==> config.mk <==
export PLATFORM = sky130hd
export DESIGN_NAME = rsd_decoder
export DESIGN_NICKNAME = d
export VERILOG_FILES = /design/src/logic/rsd_fifo.v /design/src/logic/rsd_decoder.v
export VERILOG_INCLUDE_DIRS = /design/src /design/src/logic
export SDC_FILE = /design/constraint.sdc
export NUM_CORES = 1
export LEC_CHECK = 0
export BUFFER_PORTS_ARGS = -buffer_cell sky130_fd_sc_hd__buf_2
export CORE_ASPECT_RATIO = 0.8
export CORE_MARGIN = 1
export CORE_UTILIZATION = 60
export DETAILED_ROUTE_END_ITERATION = 8
export GPL_TIMING_DRIVEN = 0
export PLACE_DENSITY = 0.78
export SLEW_MARGIN = 20
export SYNTH_ARGS = -nofsm -noshare
export SYNTH_HDL_FRONTEND = slang
export SYNTH_SLANG_ARGS = --single-unit
==> constraint.sdc <==
create_clock -name CLK_I -period 6.24 [get_ports CLK_I]
set_input_delay 1.248 -clock CLK_I [delete_from_list [all_inputs] [get_ports CLK_I]]
set_output_delay 1.248 -clock CLK_I [all_outputs]
set_load 0.01 [all_outputs]
==> src/logic/rsd_map.vh <==
// constants of the remote setting decoder
`ifndef RSD_MAP_VH
`define RSD_MAP_VH
// ****************************************
// status byte bit positions
// ****************************************
`define RSD_SB_RQS 6
`define RSD_SB_ERR 5
`define RSD_SB_KEY 2
`define RSD_SB_OUT 0
// ****************************************
// characters (7-bit ascii, upper case)
// ****************************************
`define RSD_CH_TAB 7'h09
`define RSD_CH_LF 7'h0A
`define RSD_CH_CR 7'h0D
`define RSD_CH_SP 7'h20
`define RSD_CH_PLUS 7'h2B
`define RSD_CH_MINUS 7'h2D
`define RSD_CH_ZERO 7'h30
`define RSD_CH_NINE 7'h39
`define RSD_CH_SEMI 7'h3B
`define RSD_CASE_MASK 7'h5F
`define RSD_HD_AMP 7'h41
`define RSD_HD_MARK 7'h43
`define RSD_HD_OFS 7'h44
`define RSD_HD_FREQ 7'h46
`define RSD_HD_MASK 7'h4B
`define RSD_HD_MODE 7'h4D
`define RSD_HD_OUT 7'h4F
`define RSD_HD_PHASE 7'h50
`define RSD_HD_SPACE 7'h53
`define RSD_HD_TRIG 7'h54
`define RSD_HD_DUTY 7'h56
`define RSD_HD_WAVE 7'h57
// ****************************************
// limits and digit counts
// ****************************************
`define RSD_BUF_DEPTH 14
`define RSD_DIG_FREQ 4'hB
`define RSD_DIG_PHASE 4'h4
`define RSD_DIG_OTHER 4'h2
`define RSD_FREQ_MAX 37'h2_540B_E400
`define RSD_PHASE_MAX 37'h0_0000_0E10
`define RSD_CYC_MAX 37'h0_0000_0010
// ****************************************
// reset values of the settings
// ****************************************
`define RSD_RST_FREQ 34'h0_0098_9680
`define RSD_RST_CYC 5'h01
`define RSD_RST_MASK 8'h00
// ****************************************
// execution times in tenths of a ms
// ****************************************
`define RSD_CLK_MHZ 200
`define RSD_TICK_US 100
`define RSD_TICK_CYCLES (`RSD_TICK_US * `RSD_CLK_MHZ)
`define RSD_T_AMP 7'h38
`define RSD_T_MARK 7'h39
`define RSD_T_OFS 7'h17
`define RSD_T_FREQ 7'h37
`define RSD_T_MASK 7'h14
`define RSD_T_MODE 7'h1E
`define RSD_T_OUT 7'h3A
`define RSD_T_PHASE 7'h3E
`define RSD_T_SPACE 7'h3A
`define RSD_T_TRIG 7'h14
`define RSD_T_DUTY 7'h18
`define RSD_T_WAVE 7'h40
`endif

==> src/logic/rsd_fifo.v <==
// receive fifo between the bus acceptor and the command buffer
`timescale 1ns/10ps
`default_nettype none
module rsd_fifo #(
    parameter WIDTH = 9,
    parameter DEPTH = 16,
    parameter AW = 4
) (
    input wire clk_i,                 // system clock
    input wire rst_i,                 // synchronous reset
    input wire flush_i,               // drop all stored words
    input wire in_valid_i,            // word offered
    output reg in_ready_o,            // room for a word
    input wire [WIDTH-1:0] in_data_i, // word in
    output wire out_valid_o,          // word available
    input wire out_ready_i,           // consumer takes word
    output wire [WIDTH-1:0] out_data_o // word out
);
    reg [WIDTH-1:0] mem_q [0:DEPTH-1]; // storage
    reg [AW-1:0] wp_q;                 // write pointer
    reg [AW-1:0] rp_q;                 // read pointer
    reg [AW:0] cnt_q;                  // fill level
    wire push = in_valid_i & in_ready_o;
    wire pop = out_valid_o & out_ready_i;
    wire [AW:0] cnt_d = cnt_q + {{AW{1'b0}}, push} - {{AW{1'b0}}, pop};
    assign out_valid_o = (cnt_q != {(AW+1){1'b0}});
    assign out_data_o = mem_q[rp_q];
    // ****************************************
    // pointers, level and registered ready
    // ****************************************
    always @(posedge clk_i) begin
        if (rst_i || flush_i) begin
            wp_q <= {AW{1'b0}};
            rp_q <= {AW{1'b0}};
            cnt_q <= {(AW+1){1'b0}};
            in_ready_o <= 1'b1;
        end else begin
            if (push) begin
                mem_q[wp_q] <= in_data_i;
                wp_q <= (wp_q == DEPTH - 1) ? {AW{1'b0}} : wp_q + 1'b1;
            end
            if (pop) begin
                rp_q <= (rp_q == DEPTH - 1) ? {AW{1'b0}} : rp_q + 1'b1;
            end
            cnt_q <= cnt_d;
            // honest full: ready drops when the last slot fills
            in_ready_o <= (cnt_d != DEPTH);
        end
    end
endmodule
`default_nettype wire

==> src/logic/rsd_decoder.v <==
// remote setting decoder: command buffer, parser, status byte
`timescale 1ns/10ps
`default_nettype none
`include "rsd_map.vh"
module rsd_decoder #(
    parameter TICK_CYCLES = `RSD_TICK_CYCLES, // clocks per 0.1 ms
    parameter FIFO_DEPTH = 16,                // receive fifo words
    parameter FIFO_AW = 4                     // fifo pointer width
) (
    input wire CLK_I,                // 200 MHz clock
    input wire SYS_RST_I,            // synchronous reset, high
    input wire [7:0] RX_DATA_I,      // received bus byte
    input wire RX_EOI_I,             // end marker with byte
    input wire RX_VALID_I,           // byte offered
    output wire RX_READY_O,          // byte can be taken
    input wire DEV_CLR_I,            // device clear pulse
    input wire SPOLL_RD_I,           // status byte read pulse
    input wire OUT_KEY_I,            // output key pressed pulse
    output reg [7:0] STATUS_BYTE_O,  // serial poll status byte
    output reg SRQ_O,                // service request, high
    output reg [1:0] AMP_RANGE_O,    // amplitude range code
    output reg [4:0] MARK_CYCLES_O,  // burst on cycles
    output reg OFFSET_ON_O,          // dc offset enabled
    output reg [33:0] FREQ_O,        // frequency, 0.1 mHz units
    output reg [2:0] MODE_O,         // oscillation mode
    output reg OUTPUT_ON_O,          // output switched on
    output reg [12:0] PHASE_O,       // phase, 0.1 degree, signed
    output reg [4:0] SPACE_CYCLES_O, // burst gap cycles
    output reg TRIG_O,               // bus trigger level
    output reg DUTY_VAR_O,           // variable duty enabled
    output reg [2:0] WAVE_O,         // waveform code
    output reg BUSY_O                // string being executed
);
    // ****************************************
    // states and declarations
    // ****************************************
    localparam [2:0] S_COLLECT = 3'h0; // filling the buffer
    localparam [2:0] S_HEAD = 3'h1;    // expecting a header
    localparam [2:0] S_NUM = 3'h2;     // gathering digits
    localparam [2:0] S_APPLY = 3'h3;   // checking and storing
    localparam [2:0] S_WAIT = 3'h4;    // execution time
    localparam [19:0] TICK_LD = TICK_CYCLES - 1; // tick reload

    reg [2:0] state_q;         // parser state
    reg [6:0] buf_q [0:13];    // command character buffer
    reg [3:0] cnt_q;           // characters held
    reg [3:0] idx_q;           // parse position
    reg disc_q;                // discarding after overflow
    reg [6:0] hdr_q;           // current header letter
    reg neg_q;                 // minus sign seen
    reg [3:0] ndig_q;          // digits gathered
    reg [36:0] acc_q;          // parameter value
    reg [19:0] tick_q;         // cycles within one tick
    reg [6:0] tenth_q;         // ticks left
    reg err_evt_q;             // one-cycle error event
    reg [7:0] mask_q;          // request enable mask
    reg err_q;                 // error cause flag
    reg key_q;                 // output key cause flag
    reg rqs_q;                 // request pending flag

    wire [8:0] f_data;         // fifo word out
    wire f_valid;              // fifo word available
    wire f_pop = f_valid & (state_q == S_COLLECT);
    wire [6:0] r_ch = f_data[6:0]; // top data bit ignored
    wire r_eoi = f_data[8];
    wire [6:0] ch = buf_q[idx_q];
    wire [6:0] up = ch & `RSD_CASE_MASK;
    wire at_end = (idx_q == cnt_q);
    wire is_dig = (ch >= `RSD_CH_ZERO) && (ch <= `RSD_CH_NINE);
    wire [36:0] dig = {33'h0_0000_0000, ch[3:0]};
    wire [36:0] acc_x10 = {acc_q[33:0], 3'b000} + {acc_q[35:0], 1'b0};

    // ****************************************
    // receive fifo, stalls while executing
    // ****************************************
    rsd_fifo #(
        .WIDTH(9),
        .DEPTH(FIFO_DEPTH),
        .AW(FIFO_AW)
    ) u_fifo (
        .clk_i(CLK_I),
        .rst_i(SYS_RST_I),
        .flush_i(DEV_CLR_I),
        .in_valid_i(RX_VALID_I),
        .in_ready_o(RX_READY_O),
        .in_data_i({RX_EOI_I, RX_DATA_I}),
        .out_valid_o(f_valid),
        .out_ready_i(f_pop),
        .out_data_o(f_data)
    );

    // ****************************************
    // received character classes
    // ****************************************
    wire r_skip = (r_ch == `RSD_CH_SP) || (r_ch == `RSD_CH_TAB) || (r_ch == `RSD_CH_SEMI);
    wire r_crlf = (r_ch == `RSD_CH_CR) || (r_ch == `RSD_CH_LF);
    wire r_delim = r_crlf | r_eoi;
    wire r_store = ~r_skip & ~r_crlf & ~disc_q;
    wire r_full = (cnt_q == `RSD_BUF_DEPTH);

    // ****************************************
    // header validity and digit limit
    // ****************************************
    reg hd_ok;        // known header
    reg [3:0] maxdig; // digits allowed for header
    always @* begin
        case (up)
            `RSD_HD_AMP, `RSD_HD_MARK, `RSD_HD_OFS, `RSD_HD_FREQ,
            `RSD_HD_MASK, `RSD_HD_MODE, `RSD_HD_OUT, `RSD_HD_PHASE,
            `RSD_HD_SPACE, `RSD_HD_TRIG, `RSD_HD_DUTY, `RSD_HD_WAVE: hd_ok = 1'b1;
            default: hd_ok = 1'b0;
        endcase
        case (hdr_q)
            `RSD_HD_FREQ: maxdig = `RSD_DIG_FREQ;
            `RSD_HD_PHASE: maxdig = `RSD_DIG_PHASE;
            default: maxdig = `RSD_DIG_OTHER;
        endcase
    end

    // ****************************************
    // range check and execution time
    // ****************************************
    reg ok_c;         // parameter in range
    reg [6:0] time_c; // execution ticks
    always @* begin
        ok_c = 1'b0;
        time_c = `RSD_T_MASK;
        case (hdr_q)
            `RSD_HD_AMP: begin
                ok_c = (acc_q <= 37'h0_0000_0003);
                time_c = `RSD_T_AMP;
            end
            `RSD_HD_MARK, `RSD_HD_SPACE: begin
                ok_c = (acc_q != 37'h0_0000_0000) && (acc_q <= `RSD_CYC_MAX);
                time_c = (hdr_q == `RSD_HD_MARK) ? `RSD_T_MARK : `RSD_T_SPACE;
            end
            `RSD_HD_OFS, `RSD_HD_OUT, `RSD_HD_TRIG, `RSD_HD_DUTY: begin
                ok_c = (acc_q <= 37'h0_0000_0001);
                case (hdr_q)
                    `RSD_HD_OFS: time_c = `RSD_T_OFS;
                    `RSD_HD_OUT: time_c = `RSD_T_OUT;
                    `RSD_HD_TRIG: time_c = `RSD_T_TRIG;
                    default: time_c = `RSD_T_DUTY;
                endcase
            end
            `RSD_HD_FREQ: begin
                ok_c = (acc_q != 37'h0_0000_0000) && (acc_q <= `RSD_FREQ_MAX);
                time_c = `RSD_T_FREQ;
            end
            `RSD_HD_MASK: begin
                ok_c = (acc_q == 37'h0_0000_0000) || (acc_q == 37'h0_0000_0004) ||
                       (acc_q == 37'h0_0000_0020) || (acc_q == 37'h0_0000_0024);
                time_c = `RSD_T_MASK;
            end
            `RSD_HD_MODE, `RSD_HD_WAVE: begin
                ok_c = (acc_q <= 37'h0_0000_0004);
                time_c = (hdr_q == `RSD_HD_MODE) ? `RSD_T_MODE : `RSD_T_WAVE;
            end
            `RSD_HD_PHASE: begin
                ok_c = (acc_q <= `RSD_PHASE_MAX);
                time_c = `RSD_T_PHASE;
            end
            default: begin
                ok_c = 1'b0;
            end
        endcase
        if (ndig_q == 4'h0) begin
            ok_c = 1'b0;
        end
    end

    // ****************************************
    // buffer, parser and settings
    // ****************************************
    always @(posedge CLK_I) begin
        err_evt_q <= 1'b0;
        if (SYS_RST_I) begin
            state_q <= S_COLLECT;
            cnt_q <= 4'h0;
            idx_q <= 4'h0;
            disc_q <= 1'b0;
            hdr_q <= 7'h00;
            neg_q <= 1'b0;
            ndig_q <= 4'h0;
            acc_q <= 37'h0_0000_0000;
            tick_q <= 20'h0_0000;
            tenth_q <= 7'h00;
            BUSY_O <= 1'b0;
            AMP_RANGE_O <= 2'h0;
            MARK_CYCLES_O <= `RSD_RST_CYC;
            OFFSET_ON_O <= 1'b0;
            FREQ_O <= `RSD_RST_FREQ;
            MODE_O <= 3'h0;
            OUTPUT_ON_O <= 1'b0;
            PHASE_O <= 13'h0000;
            SPACE_CYCLES_O <= `RSD_RST_CYC;
            TRIG_O <= 1'b0;
            DUTY_VAR_O <= 1'b0;
            WAVE_O <= 3'h0;
            mask_q <= `RSD_RST_MASK;
        end else if (DEV_CLR_I) begin
            // device clear empties the buffer, keeps settings
            state_q <= S_COLLECT;
            cnt_q <= 4'h0;
            idx_q <= 4'h0;
            disc_q <= 1'b0;
            BUSY_O <= 1'b0;
        end else begin
            // output key toggles the output
            if (OUT_KEY_I) begin
                OUTPUT_ON_O <= ~OUTPUT_ON_O;
            end
            case (state_q)
                S_COLLECT: begin
                    if (f_pop) begin
                        if (r_store && r_full) begin
                            cnt_q <= 4'h0;
                            disc_q <= ~r_delim;
                        end else if (r_store) begin
                            buf_q[cnt_q] <= r_ch;
                            cnt_q <= cnt_q + 4'h1;
                        end
                        if (r_delim) begin
                            disc_q <= 1'b0;
                            idx_q <= 4'h0;
                            if (!(r_store && r_full) && (cnt_q != 4'h0 || r_store)) begin
                                state_q <= S_HEAD;
                                BUSY_O <= 1'b1;
                            end
                        end
                    end
                end
                S_HEAD: begin
                    if (at_end) begin
                        cnt_q <= 4'h0;
                        state_q <= S_COLLECT;
                        BUSY_O <= 1'b0;
                    end else if (hd_ok) begin
                        hdr_q <= up;
                        idx_q <= idx_q + 4'h1;
                        neg_q <= 1'b0;
                        ndig_q <= 4'h0;
                        acc_q <= 37'h0_0000_0000;
                        state_q <= S_NUM;
                    end else begin
                        err_evt_q <= 1'b1;
                        cnt_q <= 4'h0;
                        state_q <= S_COLLECT;
                        BUSY_O <= 1'b0;
                    end
                end
                S_NUM: begin
                    if (!at_end && ndig_q == 4'h0 && hdr_q == `RSD_HD_PHASE &&
                        (ch == `RSD_CH_PLUS || ch == `RSD_CH_MINUS) && !neg_q) begin
                        neg_q <= (ch == `RSD_CH_MINUS);
                        idx_q <= idx_q + 4'h1;
                    end else if (!at_end && is_dig) begin
                        if (ndig_q == maxdig) begin
                            err_evt_q <= 1'b1;
                            cnt_q <= 4'h0;
                            state_q <= S_COLLECT;
                            BUSY_O <= 1'b0;
                        end else begin
                            acc_q <= acc_x10 + dig;
                            ndig_q <= ndig_q + 4'h1;
                            idx_q <= idx_q + 4'h1;
                        end
                    end else begin
                        state_q <= S_APPLY;
                    end
                end
                S_APPLY: begin
                    if (!ok_c) begin
                        // out of range skips the rest
                        err_evt_q <= 1'b1;
                        cnt_q <= 4'h0;
                        state_q <= S_COLLECT;
                        BUSY_O <= 1'b0;
                    end else begin
                        case (hdr_q)
                            `RSD_HD_AMP: AMP_RANGE_O <= acc_q[1:0];
                            `RSD_HD_MARK: MARK_CYCLES_O <= acc_q[4:0];
                            `RSD_HD_OFS: OFFSET_ON_O <= acc_q[0];
                            `RSD_HD_FREQ: FREQ_O <= acc_q[33:0];
                            `RSD_HD_MASK: mask_q <= acc_q[7:0];
                            `RSD_HD_MODE: MODE_O <= acc_q[2:0];
                            `RSD_HD_OUT: OUTPUT_ON_O <= acc_q[0];
                            `RSD_HD_PHASE: PHASE_O <= neg_q ? (13'h0000 - acc_q[12:0]) : acc_q[12:0];
                            `RSD_HD_SPACE: SPACE_CYCLES_O <= acc_q[4:0];
                            `RSD_HD_TRIG: TRIG_O <= acc_q[0];
                            `RSD_HD_DUTY: DUTY_VAR_O <= acc_q[0];
                            `RSD_HD_WAVE: WAVE_O <= acc_q[2:0];
                            default: TRIG_O <= TRIG_O;
                        endcase
                        tick_q <= TICK_LD;
                        tenth_q <= time_c;
                        state_q <= S_WAIT;
                    end
                end
                S_WAIT: begin
                    if (tick_q != 20'h0_0000) begin
                        tick_q <= tick_q - 20'h0_0001;
                    end else if (tenth_q <= 7'h01) begin
                        state_q <= S_HEAD;
                    end else begin
                        tick_q <= TICK_LD;
                        tenth_q <= tenth_q - 7'h01;
                    end
                end
                default: begin
                    state_q <= S_COLLECT;
                    cnt_q <= 4'h0;
                    BUSY_O <= 1'b0;
                end
            endcase
        end
    end

    // ****************************************
    // status causes and service request
    // ****************************************
    wire poll_clr = SPOLL_RD_I & rqs_q; // read after request
    reg err_d;
    reg key_d;
    reg rqs_d;
    always @* begin
        // error cause, new event wins over clear
        err_d = (err_q & ~poll_clr & ~DEV_CLR_I) | err_evt_q;
        key_d = (key_q & ~poll_clr & ~DEV_CLR_I) | OUT_KEY_I;
        // request drops when read, cleared or masked
        rqs_d = (err_d & mask_q[`RSD_SB_ERR]) | (key_d & mask_q[`RSD_SB_KEY]);
    end

    always @(posedge CLK_I) begin
        if (SYS_RST_I) begin
            err_q <= 1'b0;
            key_q <= 1'b0;
            rqs_q <= 1'b0;
            SRQ_O <= 1'b0;
            STATUS_BYTE_O <= 8'h00;
        end else begin
            err_q <= err_d;
            key_q <= key_d;
            rqs_q <= rqs_d;
            SRQ_O <= rqs_d;
            // bit 0 mirrors the output state
            STATUS_BYTE_O <= {1'b0, rqs_d, err_d, 2'b00, key_d, 1'b0, OUTPUT_ON_O};
        end
    end
endmodule
`default_nettype wire

==> flow_metrics.env <==
export IMPL_ctsHoldBuffers=0
export IMPL_hpwl_um=34060
export IMPL_fin_util=0.6811
export IMPL_max_stage_delay_ns=1.09
export IMPL_cts_root_buffer_cell="clkbuf_16"
export IMPL_worstPathRequired_ns=6.66
export IMPL_synth_compound_gate_area_share=0.1055
export IMPL_worstPathArrival_ns=6.55
export IMPL_async_flop_share=0
export IMPL_grt_ovfl_total=0
export IMPL_dpl_cell_area_um2=20770
export IMPL_slew_violations=0
export IMPL_place_congestion=0.8974
export IMPL_final_nets=2025
export IMPL_fmax_ghz=0.1631
export IMPL_grt_pass1_vias=14084
export IMPL_synth_edf_count=226
export IMPL_maxCapViolations=0
export IMPL_worstSetupPathType="reg2reg"
export IMPL_wirelength_um=48540
export IMPL_totalPowerFinal_mw=6.230
export IMPL_hold_class="reg2reg"
export IMPL_p_leak_nw=8.263
export IMPL_grt_use_met3=0.05189
export IMPL_gr_max_usage_layer="met2"
export IMPL_powerDensity_nw_per_um2=281.6
export IMPL_post_place_ws_ns=0.2423
export IMPL_yosys_area_share_xor_xnor=0.02922
export IMPL_dr_total_vias=14715
export IMPL_rrSetupSlack_ns=0.11
export IMPL_fin_ws_ns=0.1073
export IMPL_synth_top_family_by_area="simple AND/OR/NAND/NOR gates"
export IMPL_cts_tree="built"
export IMPL_ir_drop_uv=299.9
export IMPL_core_area_um2=32480
export IMPL_syn_avg_cell_area_um2=11.12
export IMPL_die_w_um=205.0
export IMPL_crit_slowest_cell="a2111oi_0"
export IMPL_pin_count=95
export IMPL_initial_core_util=0.6091
export IMPL_synth_simple_area_share=0.1456
export IMPL_finClkSkew_ns=0.02768
export IMPL_die_h_um=164.4
export IMPL_ys_warn_count=0
export IMPL_antenna_found_initial=0
export IMPL_synth_distinct_cells=83
export IMPL_detail_route_wl_per_cell_um=20.45
export IMPL_worstMarginPinSlew_ns=1.283
export IMPL_fin_tns_setup_ns=0
export IMPL_cts_sinks=412
export IMPL_hold_start="FREQ_O[26]"
export IMPL_setup_violations=0
export IMPL_cts_inserted_buffers=41
export IMPL_postLayoutCellArea_um2=22120
export IMPL_min_path_cells=2
export IMPL_hold_end="FREQ_O[26]"
export IMPL_max_slew_margin=0.1224
export IMPL_r2r_end="acc_q[29]"
export IMPL_first_pass_iters=5
export IMPL_die_area_um2=33710
export IMPL_postRouteAntennaNets=0
export IMPL_start_kind="flip-flop"
export IMPL_outcome="finished, final reports clean"
export IMPL_portBuffers=88
export IMPL_route_detailed_drc=0
export IMPL_layout_drive_gt1_share=0.1480
export IMPL_hold_viol=0
export IMPL_gr_usage_met2=0.4492
export IMPL_clk_pin_slew_worst_paths_ns=0.06
export IMPL_clk_latency_ns=0.56
export IMPL_worstPathCellList="clkbuf_1 -> buf_2 -> mux2i_1 -> mux2i_2 -> fa_1 -> ha_1 -> a21oi_1 -> o21ai_0 -> o31ai_1 -> a2111oi_0 -> o2111ai_1 -> nand2_1 -> a311oi_1 -> o211a_1 -> nor3_1 -> o21ai_0"
export IMPL_cpMostUsedCell="o21ai_0"
export IMPL_track_usage=0.2911
export IMPL_area_delta_synth_final_pct=11.82
export IMPL_drtIter0Drc=1491
export IMPL_endpoint_kind="flip-flop"
export IMPL_fin_crit_sh=0.9828
export IMPL_worst_path_max_fanout=10
export IMPL_netlist_area_um2=19790
export IMPL_syn_inst=1780
export IMPL_fillerInstances=2362
export IMPL_grt_max_degree=19
export IMPL_grt_use_met1=0.4238
export IMPL_reg2reg_depth=16
export IMPL_seq_area_frac_synth=0.5312
export IMPL_fin_crit_ns=6.133
export IMPL_cts_max_level=2
export IMPL_grt_pass1_wl_um=75890
export IMPL_rsz0062_at_grt="false"
export IMPL_synthMuxAreaShare=0.09353
export IMPL_synth_fa_ha_area_frac=0.06185
export IMPL_synthFlopType="edfxtp_1"
export IMPL_rows=59
export IMPL_via_per_inst=6.201
export IMPL_ys_ff_latch=412
export IMPL_n_antenna_cell=0
export IMPL_clock_path_buffers=3
[worst max path at each step]
stage | startpoint | to | slack [ns] | cells past startpoint
global route | flip-flop | acc_q[29] | 0.007 | 16
finish | flip-flop | acc_q[29] | 0.11 | 16
CTS | flip-flop | acc_q[29] | 0.19 | 16
global placement | flip-flop | acc_q[29] | 0.28 | 16
detailed placement | flip-flop | acc_q[29] | 0.24 | 16
floorplan | flip-flop | acc_q[35] | 2.01 | 15
[worst max-delay path: cells and delay by family (launching register included)]
| kind | cells | cell delay (ns) |
|---|---|---|
| AND/OR/NAND/NOR | 2 | 0.58 |
| buffers and inverters | 2 | 0.89 |
| AO/OA/AOI/OAI | 8 | 2.56 |
| flip-flops | 1 | 0.31 |
| adder cells (fa/ha/maj) | 2 | 0.85 |
| multiplexers | 2 | 0.80 |
[layout make-up]
| class | count | area (um2) | area share |
|---|---|---|---|
| Sequential cell | 412 | 10510 | 0.4751 |
| Multi-Input combinational cell | 1221 | 8681 | 0.3924 |
| Clock buffer | 50 | 1080 | 0.04881 |
| Tap cell | 427 | 534.3 | 0.02415 |
| Buffer | 97 | 450.4 | 0.02036 |
| Timing Repair Buffer | 88 | 440.4 | 0.01991 |
| Clock inverter | 25 | 229.0 | 0.01035 |
| Inverter | 53 | 198.9 | 0.008992 |
[cells in the mapped netlist (51+ instances only)]
master | number | share of area
edfxtp_1 | 226 | 0.34
nand2_1 | 197 | 0.037
dfxtp_1 | 186 | 0.19
nor2_1 | 171 | 0.032
a21oi_1 | 126 | 0.032
ha_1 | 93 | 0.059
clkbuf_1 | 56 | 0.011
mux4_2 | 55 | 0.063
nor3_1 | 54 | 0.014
inv_1 | 53 | 0.010
nand3_1 | 53 | 0.013
o21ai_0 | 53 | 0.013
mux2i_1 | 51 | 0.026
[sequential cells by signal, summed over array words and instances (netlist names), 4 cells and up, named ones only]
name and flops:
u_fifo.cnt_q 5, tenth_q 7, u_fifo.wp_q 4, u_fifo.rp_q 4
u_fifo.mem_q 128, SPACE_CYCLES_O 5, buf_q 98, hdr_q 6
MARK_CYCLES_O 5, ndig_q 4, STATUS_BYTE_O 4, PHASE_O 13
cnt_q 4, acc_q 37, tick_q 20, idx_q 4
FREQ_O 34
[stage by stage]
step / std cells / hold WS (ns)
6_report: 2373 / 0.4502
5_1_grt: 2373 / 0.4762
4_1_cts: 2373 / 0.4562
3_5_place_dp: 2298 / 0.4475
3_3_place_gp: 2298 / 0.4399
2_1_floorplan: 1783 / 0.4415
[kinds of logic after synthesis]
family          count (synthesis)
compound gates                326
xor+xnor                       66
fa+ha+maj                      96
buf+inv                       150
flops                         412
mux                           115
other cells                     1
simple gates                  614
[metal layers]
| layer | vias to the layer above | share of wire |
|---|---|---|
| li1 | 6828 | - |
| met1 | 7184 | 0.44 |
| met2 | 620 | 0.45 |
| met3 | 83 | 0.085 |
| met4 | 0 | 0.020 |
| met5 | - | 0 |
[what timing repair did]
item / in CTS / in global routing
endpoints found under the setup margin: 0 / 3
gates resized for setup: 0 / 1
buffers inserted: 0 / 0
[report_power, final]
part / switching, mW / internal [mW] / leakage (nW)
Combinational: 0.496 / 0.321 / 4.08
Clock: 1.07 / 1.37 / 0.653
Sequential: 0.0322 / 2.94 / 3.53
[cells in the final DEF (no fill, tap or decap), types with 6 or more instances in the layout]
cell type	Yosys	layout
mux2i_1	51	50
or2_2	7	7
nand4_1	15	15
or3_1	16	16
nor4_1	21	21
ha_1	93	93
clkbuf_16	0	41
o22ai_1	7	7
inv_1	53	53
and2_1	8	8
nand2b_1	14	14
nor2_1	171	171
a22oi_1	14	14
nor3_1	54	46
clkbuf_1	56	63
nor2b_1	16	16
nand2_1	197	197
buf_1	6	6
clkinv_2	0	13
o21ai_0	53	53
o31a_1	6	6
a21oi_1	126	126
a21o_1	18	18
nand3_1	53	53
o31ai_1	8	8
xnor2_1	41	41
buf_2	21	109
xor2_1	25	25
buf_4	12	12
mux2_2	9	9
edfxtp_1	226	226
a31oi_1	12	12
a211oi_1	20	20
mux4_2	55	55
nor3_2	3	11
o21a_1	7	7
dfxtp_1	186	186
Power figures use the tool's default switching activity.
